<file path="src/hw/sgmm_pkg.sv">
// Package of constants and types for the stop grant and management mode handshake
//**********************************************************************
//**********************************************************************
package sgmm_pkg;
    // Core states
    typedef enum logic [3:0] {
        SGMM_RUN      = 4'h0,
        SGMM_SC_FLUSH = 4'h1,
        SGMM_SC_DRAIN = 4'h2,
        SGMM_SC_GRANT = 4'h3,
        SGMM_SC_WAIT  = 4'h4,
        SGMM_HALTED   = 4'h5,
        SGMM_BCLK_OFF = 4'h6,
        SGMM_MM_FLUSH = 4'h7,
        SGMM_MM_DRAIN = 4'h8,
        SGMM_MM_EXTERNAL_WRITE_BUFFER_EMPTY  = 4'h9,
        SGMM_MM_RUN   = 4'hA,
        SGMM_MM_EXIT  = 4'hB
    } sgmm_state_t;

    localparam logic [1:0] SGMM_FLUSH_CYCLES   = 2'h2;
    localparam logic [1:0] SGMM_BOUNDARY_DIV   = 2'h3;
    localparam logic [3:0] SGMM_OUTSTAND_RESET = 4'h0;
    localparam int         SGMM_ASYNC_HOLD     = 2;
    localparam logic [1:0] SGMM_HOST_HOLD      = 2'h2;
endpackage

</file>
<file path="src/hw/sgmm_if.sv">
// Interface joining processor end and system logic end
interface sgmm_if;
    logic stop_clock_request_n;
    logic system_mgmt_interrupt_req_n;
    logic burst_ready_in_n;
    logic external_write_buffer_empty_n;
    logic mgmt_mode_ack_n;
    logic stop_grant_cycle;
    logic bus_cycle_start;
    logic bus_clock_stopped;
    logic clock_halt_granted_state;

    modport dev (
        input  stop_clock_request_n,
        input  system_mgmt_interrupt_req_n,
        input  burst_ready_in_n,
        input  external_write_buffer_empty_n,
        input  bus_clock_stopped,
        output mgmt_mode_ack_n,
        output stop_grant_cycle,
        output bus_cycle_start,
        output clock_halt_granted_state
    );
    modport sys (
        output stop_clock_request_n,
        output system_mgmt_interrupt_req_n,
        output burst_ready_in_n,
        output external_write_buffer_empty_n,
        output bus_clock_stopped,
        input  mgmt_mode_ack_n,
        input  stop_grant_cycle,
        input  bus_cycle_start,
        input  clock_halt_granted_state
    );
endinterface

</file>
<file path="src/hw/sgmm_device.sv">
// Processor end: stop grant and management mode handshake
module sgmm_device (
    // Clock and reset
    input  wire logic   mclk,
    input  wire logic   rst_n,
    // Link
    sgmm_if.dev         link,
    // Core side
    input  wire logic   external_write_buffer_empty_mask,
    input  wire logic   core_bus_req,
    input  wire logic   mm_exit_req,
    input  wire logic   inquire_activity,
    output logic        mgmt_mode_active,
    output logic        core_running,
    output logic        instr_boundary
);
    //**********************************************************************
    // State decoding
    //**********************************************************************
    function automatic logic is_flush(input sgmm_pkg::sgmm_state_t s);
        return (s == sgmm_pkg::SGMM_SC_FLUSH) || (s == sgmm_pkg::SGMM_MM_FLUSH);
    endfunction

    function automatic logic is_issuing(input sgmm_pkg::sgmm_state_t s);
        return (s == sgmm_pkg::SGMM_RUN) || (s == sgmm_pkg::SGMM_MM_RUN);
    endfunction

    function automatic logic is_halted(input sgmm_pkg::sgmm_state_t s);
        return (s == sgmm_pkg::SGMM_HALTED) || (s == sgmm_pkg::SGMM_BCLK_OFF);
    endfunction

    function automatic logic is_mgmt_ack(input sgmm_pkg::sgmm_state_t s);
        return (s == sgmm_pkg::SGMM_MM_RUN) || (s == sgmm_pkg::SGMM_MM_EXIT);
    endfunction

    //**********************************************************************
    // Registers
    //**********************************************************************
    sgmm_pkg::sgmm_state_t state;
    sgmm_pkg::sgmm_state_t next_state;
    logic [3:0] outstanding;
    logic [1:0] flush_cnt;
    logic [1:0] bnd_cnt;
    logic       stop_sample;
    logic       smi_consume;
    logic       smi_pending;

    //**********************************************************************
    // Bus bookkeeping and boundary decode
    //**********************************************************************
    wire       burst_ready_in             = ~link.burst_ready_in_n;
    wire       external_write_buffer_empty_ok          = external_write_buffer_empty_mask | ~link.external_write_buffer_empty_n;
    wire       drained          = (outstanding == sgmm_pkg::SGMM_OUTSTAND_RESET);
    wire       last_rdy         = drained | ((outstanding == 4'h1) & burst_ready_in);
    wire       at_bound         = (bnd_cnt == sgmm_pkg::SGMM_BOUNDARY_DIV);
    wire       instr_boundary_n = ~at_bound;
    wire       can_issue        = is_issuing(state);
    wire       issue            = core_bus_req & can_issue & instr_boundary_n;
    wire       flushed          = (flush_cnt == sgmm_pkg::SGMM_FLUSH_CYCLES);
    wire       grant_now        = (state == sgmm_pkg::SGMM_SC_GRANT);
    wire [3:0] add              = {3'h0, issue | grant_now};
    wire [3:0] sub              = {3'h0, burst_ready_in & ~drained};

    //**********************************************************************
    // Next values
    //**********************************************************************
    wire [3:0] next_outstanding = outstanding + add - sub;
    wire [1:0] next_flush_cnt   = is_flush(state) ? flush_cnt + 2'h1 : 2'h0;
    wire [1:0] next_bnd_cnt     = bnd_cnt + 2'h1;
    wire       next_ack_n       = ~is_mgmt_ack(next_state);
    wire       next_halted      = is_halted(next_state);
    wire       next_running     = is_issuing(next_state);
    wire       next_mm_active   = (next_state == sgmm_pkg::SGMM_MM_RUN);

    //**********************************************************************
    // Management interrupt latch
    //**********************************************************************
    sgmm_edge_latch i_sgmm_edge_latch (
        .mclk    (mclk),
        .rst_n   (rst_n),
        .req_n   (link.system_mgmt_interrupt_req_n),
        .consume (smi_consume),
        .pending (smi_pending)
    );

    assign smi_consume = at_bound & smi_pending & (state == sgmm_pkg::SGMM_RUN) & ~stop_sample;

    //**********************************************************************
    // Next state
    //**********************************************************************
    always_comb begin
        next_state = state;
        case (state)
            sgmm_pkg::SGMM_RUN: begin
                if (at_bound & stop_sample)
                    next_state = sgmm_pkg::SGMM_SC_FLUSH;
                else if (smi_consume)
                    next_state = sgmm_pkg::SGMM_MM_FLUSH;
            end
            sgmm_pkg::SGMM_SC_FLUSH: if (flushed) next_state = sgmm_pkg::SGMM_SC_DRAIN;
            sgmm_pkg::SGMM_SC_DRAIN: if (last_rdy) next_state = sgmm_pkg::SGMM_SC_GRANT;
            sgmm_pkg::SGMM_SC_GRANT: next_state = sgmm_pkg::SGMM_SC_WAIT;
            sgmm_pkg::SGMM_SC_WAIT: if (last_rdy & external_write_buffer_empty_ok) next_state = sgmm_pkg::SGMM_HALTED;
            sgmm_pkg::SGMM_HALTED: begin
                if (link.bus_clock_stopped)
                    next_state = sgmm_pkg::SGMM_BCLK_OFF;
                else if (link.stop_clock_request_n)
                    next_state = sgmm_pkg::SGMM_RUN;
            end
            sgmm_pkg::SGMM_BCLK_OFF: if (!link.bus_clock_stopped) next_state = sgmm_pkg::SGMM_HALTED;
            sgmm_pkg::SGMM_MM_FLUSH: if (flushed) next_state = sgmm_pkg::SGMM_MM_DRAIN;
            sgmm_pkg::SGMM_MM_DRAIN: if (last_rdy) next_state = sgmm_pkg::SGMM_MM_EXTERNAL_WRITE_BUFFER_EMPTY;
            sgmm_pkg::SGMM_MM_EXTERNAL_WRITE_BUFFER_EMPTY: if (external_write_buffer_empty_ok) next_state = sgmm_pkg::SGMM_MM_RUN;
            sgmm_pkg::SGMM_MM_RUN: if (mm_exit_req & ~inquire_activity) next_state = sgmm_pkg::SGMM_MM_EXIT;
            sgmm_pkg::SGMM_MM_EXIT: if (last_rdy) next_state = sgmm_pkg::SGMM_RUN;
            default: next_state = sgmm_pkg::SGMM_RUN;
        endcase
    end

    //**********************************************************************
    // State and counters
    //**********************************************************************
    always_ff @(posedge mclk or negedge rst_n) begin
        if (!rst_n) begin
            state       <= sgmm_pkg::SGMM_RUN;
            outstanding <= sgmm_pkg::SGMM_OUTSTAND_RESET;
        end else begin
            state       <= next_state;
            outstanding <= next_outstanding;
        end
    end

    always_ff @(posedge mclk or negedge rst_n) begin
        if (!rst_n) begin
            flush_cnt <= 2'h0;
            bnd_cnt   <= 2'h0;
        end else begin
            flush_cnt <= next_flush_cnt;
            bnd_cnt   <= next_bnd_cnt;
        end
    end

    always_ff @(posedge mclk or negedge rst_n) begin
        if (!rst_n) begin
            stop_sample <= 1'b0;
        end else begin
            stop_sample <= ~link.stop_clock_request_n;
        end
    end

    //**********************************************************************
    // Link outputs
    //**********************************************************************
    always_ff @(posedge mclk or negedge rst_n) begin
        if (!rst_n) begin
            link.mgmt_mode_ack_n <= 1'b1;
        end else begin
            link.mgmt_mode_ack_n <= next_ack_n;
        end
    end

    always_ff @(posedge mclk or negedge rst_n) begin
        if (!rst_n) begin
            link.stop_grant_cycle <= 1'b0;
        end else begin
            link.stop_grant_cycle <= grant_now;
        end
    end

    always_ff @(posedge mclk or negedge rst_n) begin
        if (!rst_n) begin
            link.bus_cycle_start <= 1'b0;
        end else begin
            link.bus_cycle_start <= issue | grant_now;
        end
    end

    always_ff @(posedge mclk or negedge rst_n) begin
        if (!rst_n) begin
            link.clock_halt_granted_state <= 1'b0;
        end else begin
            link.clock_halt_granted_state <= next_halted;
        end
    end

    //**********************************************************************
    // Core side outputs
    //**********************************************************************
    always_ff @(posedge mclk or negedge rst_n) begin
        if (!rst_n) begin
            mgmt_mode_active <= 1'b0;
        end else begin
            mgmt_mode_active <= next_mm_active;
        end
    end

    always_ff @(posedge mclk or negedge rst_n) begin
        if (!rst_n) begin
            core_running <= 1'b1;
        end else begin
            core_running <= next_running;
        end
    end

    always_ff @(posedge mclk or negedge rst_n) begin
        if (!rst_n) begin
            instr_boundary <= 1'b0;
        end else begin
            instr_boundary <= at_bound;
        end
    end
endmodule

</file>
<file path="src/hw/sgmm_edge_latch.sv">
// Falling edge latch for the management interrupt request
module sgmm_edge_latch (
    // Clock and reset
    input  wire logic mclk,
    input  wire logic rst_n,
    // Request pin and consume
    input  wire logic req_n,
    input  wire logic consume,
    // Pending flag
    output logic      pending
);
    logic prev_n;
    wire  fall = prev_n & ~req_n;

    always_ff @(posedge mclk or negedge rst_n) begin
        if (!rst_n) begin
            prev_n  <= 1'b1;
            pending <= 1'b0;
        end else begin
            prev_n  <= req_n;
            pending <= fall | (pending & ~consume);
        end
    end
endmodule

</file>
<file path="src/flat_wrapper.sv">
// flat-port wrapper written by rule: the top's interface ports become plain ports
module sgmm_device_flat 
  (mclk, rst_n, external_write_buffer_empty_mask, core_bus_req, mm_exit_req, inquire_activity, mgmt_mode_active, core_running, instr_boundary, link_stop_clock_request_n, link_system_mgmt_interrupt_req_n, link_burst_ready_in_n, link_external_write_buffer_empty_n, link_bus_clock_stopped, link_mgmt_mode_ack_n, link_stop_grant_cycle, link_bus_cycle_start, link_clock_halt_granted_state);
  sgmm_if link_i ();
  input  wire logic mclk;
  input  wire logic rst_n;
  input  wire logic external_write_buffer_empty_mask;
  input  wire logic core_bus_req;
  input  wire logic mm_exit_req;
  input  wire logic inquire_activity;
  output logic mgmt_mode_active;
  output logic core_running;
  output logic instr_boundary;
  input wire logic [$bits(link_i.stop_clock_request_n)-1:0] link_stop_clock_request_n;
  input wire logic [$bits(link_i.system_mgmt_interrupt_req_n)-1:0] link_system_mgmt_interrupt_req_n;
  input wire logic [$bits(link_i.burst_ready_in_n)-1:0] link_burst_ready_in_n;
  input wire logic [$bits(link_i.external_write_buffer_empty_n)-1:0] link_external_write_buffer_empty_n;
  input wire logic [$bits(link_i.bus_clock_stopped)-1:0] link_bus_clock_stopped;
  output wire logic [$bits(link_i.mgmt_mode_ack_n)-1:0] link_mgmt_mode_ack_n;
  output wire logic [$bits(link_i.stop_grant_cycle)-1:0] link_stop_grant_cycle;
  output wire logic [$bits(link_i.bus_cycle_start)-1:0] link_bus_cycle_start;
  output wire logic [$bits(link_i.clock_halt_granted_state)-1:0] link_clock_halt_granted_state;
  assign link_i.stop_clock_request_n = link_stop_clock_request_n;
  assign link_i.system_mgmt_interrupt_req_n = link_system_mgmt_interrupt_req_n;
  assign link_i.burst_ready_in_n = link_burst_ready_in_n;
  assign link_i.external_write_buffer_empty_n = link_external_write_buffer_empty_n;
  assign link_i.bus_clock_stopped = link_bus_clock_stopped;
  assign link_mgmt_mode_ack_n = link_i.mgmt_mode_ack_n;
  assign link_stop_grant_cycle = link_i.stop_grant_cycle;
  assign link_bus_cycle_start = link_i.bus_cycle_start;
  assign link_clock_halt_granted_state = link_i.clock_halt_granted_state;
  sgmm_device u_core (.mclk(mclk), .rst_n(rst_n), .link(link_i), .external_write_buffer_empty_mask(external_write_buffer_empty_mask), .core_bus_req(core_bus_req), .mm_exit_req(mm_exit_req), .inquire_activity(inquire_activity), .mgmt_mode_active(mgmt_mode_active), .core_running(core_running), .instr_boundary(instr_boundary));
endmodule
</file>
<file path="config.mk">
export PLATFORM = sky130hd
export DESIGN_NAME = sgmm_device_flat
export DESIGN_NICKNAME = d
export VERILOG_FILES = /design/src/hw/sgmm_pkg.sv /design/src/hw/sgmm_if.sv /design/src/hw/sgmm_device.sv /design/src/hw/sgmm_edge_latch.sv /design/src/flat_wrapper.sv
export SDC_FILE = /design/constraint.sdc
export NUM_CORES = 1
export LEC_CHECK = 0
export BUFFER_PORTS_ARGS = -buffer_cell sky130_fd_sc_hd__buf_4
export CORE_ASPECT_RATIO = 1.4
export CORE_MARGIN = 2
export CORE_UTILIZATION = 30
export CTS_CLUSTER_DIAMETER = 200
export DETAILED_ROUTE_END_ITERATION = 7
export GPL_ROUTABILITY_DRIVEN = 0
export SYNTH_ARGS = -nofsm -noshare
export SYNTH_HDL_FRONTEND = slang
export SYNTH_SLANG_ARGS = --single-unit
</file>
<file path="constraint.sdc">
create_clock -name mclk -period 2.05 [get_ports mclk]
set_clock_uncertainty 0.15 [all_clocks]
set_input_delay 0.41 -clock mclk [delete_from_list [all_inputs] [get_ports mclk]]
set_output_delay 0.41 -clock mclk [all_outputs]
set_load 0.005 [all_outputs]
</file>
# Word-level counts from Yosys, hierarchy flattened
# Cells that the tools add are included.
# word_totals
n_memories	0
mem_bits_ro	0
in_bits	11
latch_bits	0
ff_bits	22
out_inout_bits	7
mem_bits_rw	0
elab_cells	85
# classes
div_mod_pow	0
eq_ne	18
reduce_logical	8
n_shift	0
bitwise_logic	26
n_mux	15
n_lt_le_gt_ge	0
add_sub_neg	4
n_mul	0
# ops
operator	count
4-bit two-way mux	13
4-bit one-hot mux with 12 select lines	1
4-bit by 3-bit == test with 1-bit output, second input constant	6
4-bit == test, second input constant	6
1-bit AND	12
4-bit logical NOT	3
1-bit inverter	10
4-bit by 1-bit == test with 1-bit output, second input constant	2
4-bit by 2-bit == test with 1-bit output, second input constant	2
1-bit logical OR	5
2-bit by 1-bit adder with 2-bit output, second input constant	2
4-bit by 1-bit adder with 4-bit output	1
2-bit == test, second input constant	2
1-bit bitwise OR	4
4-bit by 1-bit subtractor with 4-bit output	1
2-bit two-way mux	1

# Depth between registers and ports, before layout
# depth
depth_word	10
depth_mapped	10

# Modules after synthesis
# Synthesis repeated with hierarchy kept, for this count alone.
# unflattened
cells_unflattened	125
hier_area_um2	1232.4
# by_module_without_submodules
module	area_each_um2	instances	cells_each
sgmm_device	1161.1	1	120
sgmm_edge_latch	71.3	1	5

# Worst setup path before layout
# OpenSTA, ideal clock, no wires.
# synth_timing
path_kind	reg2reg
start	register u_core.outstanding[2]
end	register u_core.outstanding[2]
t_arrival_ns	1.819
period_less_slack_ns	2.092
path_buffers	0
required_ns	1.777
slack_ns	-0.042
path_stages_with_launch	11
setup_time_ns	0.123
cell_sequence	dfrtp_1 -> inv_1 -> ha_1 -> and2b_2 -> a21oi_1 -> ha_1 -> inv_1 -> ha_1 -> inv_1 -> fa_1 -> xnor2_1
# synth_via
elab_chain_cells	4
elab_cells_between_ends	5
# synth_lines
item	line	text
start: declaration	sgmm_device.sv:41	logic [3:0] outstanding;
start signal: assignment	sgmm_device.sv:126	outstanding <= sgmm_pkg::SGMM_OUTSTAND_RESET;
start signal: assignment	sgmm_device.sv:129	outstanding <= next_outstanding;
branches (longest 3 deep; another with 4-bit by 1-bit adder with 4-bit output)	n/a	
4-bit by 1-bit subtractor with 4-bit output (*)	sgmm_device.sv:67	wire [3:0] next_outstanding = outstanding + add - sub;
named net u_core.next_outstanding[2]	sgmm_device.sv:67	
# Mark *: on every way through the listed nets, which the timed path passes.

# Worst setup path in the final report
# layout_timing
start	register u_core.bnd_cnt[0]
end	register u_core.outstanding[1]
# layout_via
elab_chain_cells	6
# layout_lines
item	line	text
start: declaration	sgmm_device.sv:43	logic [1:0] bnd_cnt;
start signal: assignment	sgmm_device.sv:139	bnd_cnt <= next_bnd_cnt;
2-bit == test	sgmm_device.sv:55	wire at_bound = (bnd_cnt == sgmm_pkg::SGMM_BOUNDARY_DIV);
named net u_core.at_bound	sgmm_device.sv:55	
1-bit inverter	sgmm_device.sv:56	wire instr_boundary_n = ~at_bound;
1-bit AND	sgmm_device.sv:58	wire issue = core_bus_req & can_issue & instr_boundary_n;
1-bit bitwise OR	sgmm_device.sv:61	wire [3:0] add = {3'h0, issue | grant_now};
named net u_core.add[0]	sgmm_device.sv:61	
4-bit by 1-bit adder with 4-bit output	sgmm_device.sv:67	
4-bit by 1-bit subtractor with 4-bit output	sgmm_device.sv:67	
named net u_core.next_outstanding[1]	sgmm_device.sv:67	
# The timed path passes the listed nets, and every way through them passes these cells.

==> out/summary.txt <==
clock tree buffer depth: 2
outcome: finished, violations left
Residual DRC: 0
CTS root buf: clkbuf_8
RSZ-0062 raised after global routing: yes
max_slew headroom: 0.778
Hold Fails Final Rpt: 0
Yosys reg bits: 22
Max-Cap Viols: 0
GR Util met2: 0.205
number of buffers created by CTS: 3
initial DRC count: 5
largest net degree at the start of global routing: 23
M1 GR Usage: 0.133
peak supply drop: 0.908 mV
CP max FO: 2
Seq/Total Area, Yosys: 0.460
Die ar.: 4550 sq um
I/O pins: 18
Detail Route Antenna Nets: 0
Cell Rows: 27
GRT overflow: 0
NumNets Final: 168
PnR worst setup slack: -0.104 ns
H-tree levels: 1
Pwr Total: 2.04 mW
PD cells: 1290 nW/um^2
met3 usage: 0.0179
Final Util: 0.408
Yosys cell types: 41
Mapped Cells: 115
Post-Syn Area: 1200 sq um
WP data arrival: 2.17 ns
Core ar.: 3880 sq um
filler cell count: 365
synth warn: 0
average cell area after synthesis: 10.5 sq um
Data required, critical path: 2.06 ns
final setup fails: 3
Die H: 79.0 um
drt wl/cell: 12.8 um
Pre-antenna DRT Iters: 4
failing checks: setup timing
crit path capture type: flop
global-route wire length before repair: 4250 um
CP Launch Type: flop
Num Clock Sinks: 22
vias in the first global route: 989
GRT Total Usage: 0.121
final period utilization: 1.05
Slew @ Worst Pin: 0.332 ns
minimum clock period: 2.15 ns
Die X: 57.6 um
DP Wirelength: 1870 um
Leakage: 0.771 nW
routed vias: 956
worst-skew pair later-pin latency: 0.26 ns
Mapped Nets: 134
max-slew violations: 0
Synth Flop Type: dfrtp_1
Via density: 5.01
asr flop ratio synth: 1.00
clock slew at reported path FFs: 0.08 ns
Max Clk Rate: 464 MHz
area delta synth->final: 31.6%
starting density of the core: 0.310
worst setup path class: reg -> reg
layout cell share with drive strength beyond 1: 0.405
number of synthesized flops with an enable pin: 0
CTS tree: built
GR peak layer: met2
final wirelength: 2450 um
Hold WC Path Type: in -> reg
PortBufs: 17
initial antenna violation count: 0
Inserted Diodes: 0
[critical path: stages (launching register included)]
cell and delay (ns):
dfrtp_1 0.39, ha_1 0.22, a21oi_1 0.13, o2111ai_1 0.15, a21oi_2 0.26, ha_4 0.18, inv_2 0.04, fa_2 0.50
inv_1 0.03
[kinds of logic (layout without fill, tap and decap cells)]
group                    count (synthesis)  in the layout  synth area share
buffers and inverters                   20             53            0.0820
XOR/XNOR                                 2              2            0.0145
flip-flops                              22             22             0.460
AO/OA/AOI/OAI                           26             26             0.164
multiplexers                             1              1           0.00831
adder cells (fa/ha/maj)                  8              8            0.0893
AND/OR/NAND/NOR                         36             36             0.182
[report_power, final]
part	internal (mW)	switching (mW)	leakage, nW
Sequential	0.568	0.0902	0.268
Combinational	0.564	0.509	0.474
Clock	0.171	0.136	0.0288
Total	1.30	0.735	0.771
[registers in the layout, summed over array words and instances (netlist names)]
register and cells:
u_core.link.stop_grant_cycle 1, u_core.i_sgmm_edge_latch.prev_n 1, u_core.link.bus_cycle_start 1, u_core.link.clock_halt_granted_state 1
u_core.flush_cnt 2, u_core.core_running 1, u_core.mgmt_mode_active 1, u_core.bnd_cnt 2
u_core.stop_sample 1, u_core.instr_boundary 1, u_core.state 4, u_core.i_sgmm_edge_latch.pending 1
u_core.link.mgmt_mode_ack_n 1, u_core.outstanding 4
[worst paths after layout]
kind	cells past startpoint	from	slack, ns	endpoint
setup / recovery	8	u_core.bnd_cnt[0]$_DFF_PN0_	-0.10	u_core.outstanding[1]$_DFF_PN0_
hold / removal	1	link_system_mgmt_interrupt_req_n	0.11	u_core.i_sgmm_edge_latch.prev_n$_DFF_PN1_
setup reg to reg	8	u_core.bnd_cnt[0]$_DFF_PN0_	-0.10	u_core.outstanding[1]$_DFF_PN0_
hold reg to reg	1	u_core.flush_cnt[0]$_DFF_PN0_	0.28	u_core.flush_cnt[0]$_DFF_PN0_
max in group asynchronous	2	rst_n	1.05	u_core.core_running$_DFF_PN1_
min in group asynchronous	2	rst_n	0.42	u_core.stop_sample$_DFF_PN0_
[stage by stage]
stage	hold WS, ns	setup TNS, ns	cell area, sq um	instances	worst slack [ns]
2_1_floorplan	-0.0356	-0.0460	1210	115	-0.0235
3_3_place_gp	0.158	-0.150	1440	182	-0.0705
3_5_place_dp	0.161	-0.212	1440	182	-0.0989
4_1_cts	0.103	-0.162	1530	189	-0.115
5_1_grt	0.102	-0.493	1590	191	-0.204
6_report	0.105	-0.132	1590	191	-0.104
[layer usage]
metal | routed length, um | vias to the layer above
met5 | 0 | -
met2 | 1260 | 18
li1 | - | 462
met4 | 121 | 0
met3 | 85 | 9
met1 | 977 | 467
[cell usage in the layout, fill, tap and decap left out, types with 2 or more instances in the layout]
master      n
o211ai_1    2
nor2_1      8
nand3_1     3
dfrtp_1    18
buf_6       2
and2_1      2
o21ai_0     4
clkbuf_8    4
nor2b_1     5
nand2_1     2
a21oi_1     4
inv_1      12
buf_4      31
dfstp_2     3
ha_1        5
inv_2       3
o2111ai_1   2
nand2b_1    4
a21oi_2     4
nand3b_1    2
[timing repair]
item | CTS | global route
buffers inserted | 2 | 2
endpoints found under the hold margin | 19 | 0
endpoints found under the setup margin | 3 | 5
pin swaps | 5 | 7
hold buffers | 1 | 0
resized for setup | 5 | 10
[Yosys cell counts, drive strengths merged, types with 2 or more instances]
master   instances  area share
nand3            3       0.012
dfstp            3       0.065
a21oi            8       0.033
and2             2       0.010
nor2b            6       0.037
nor2             8       0.025
and2b            2       0.014
o211ai           3       0.023
dfrtp           19        0.39
buf              5       0.035
o2111ai          2       0.015
nand3b           2       0.012
ha               7       0.073
inv             15       0.047
nand2b           4       0.021
o21ai            4       0.017
nand2            3      0.0093
[area by class of cell]
| type | count | area, sq um | share of cell area |
|---|---|---|---|
| clock buffers | 4 | 55.1 | 0.0347 |
| inverters | 15 | 56.3 | 0.0355 |
| multi-input cells | 73 | 599 | 0.378 |
| flip-flops and latches | 22 | 556 | 0.350 |
| well taps | 43 | 53.8 | 0.0339 |
| repair buffers | 34 | 265 | 0.167 |
(Power assumes the default switching activity.)
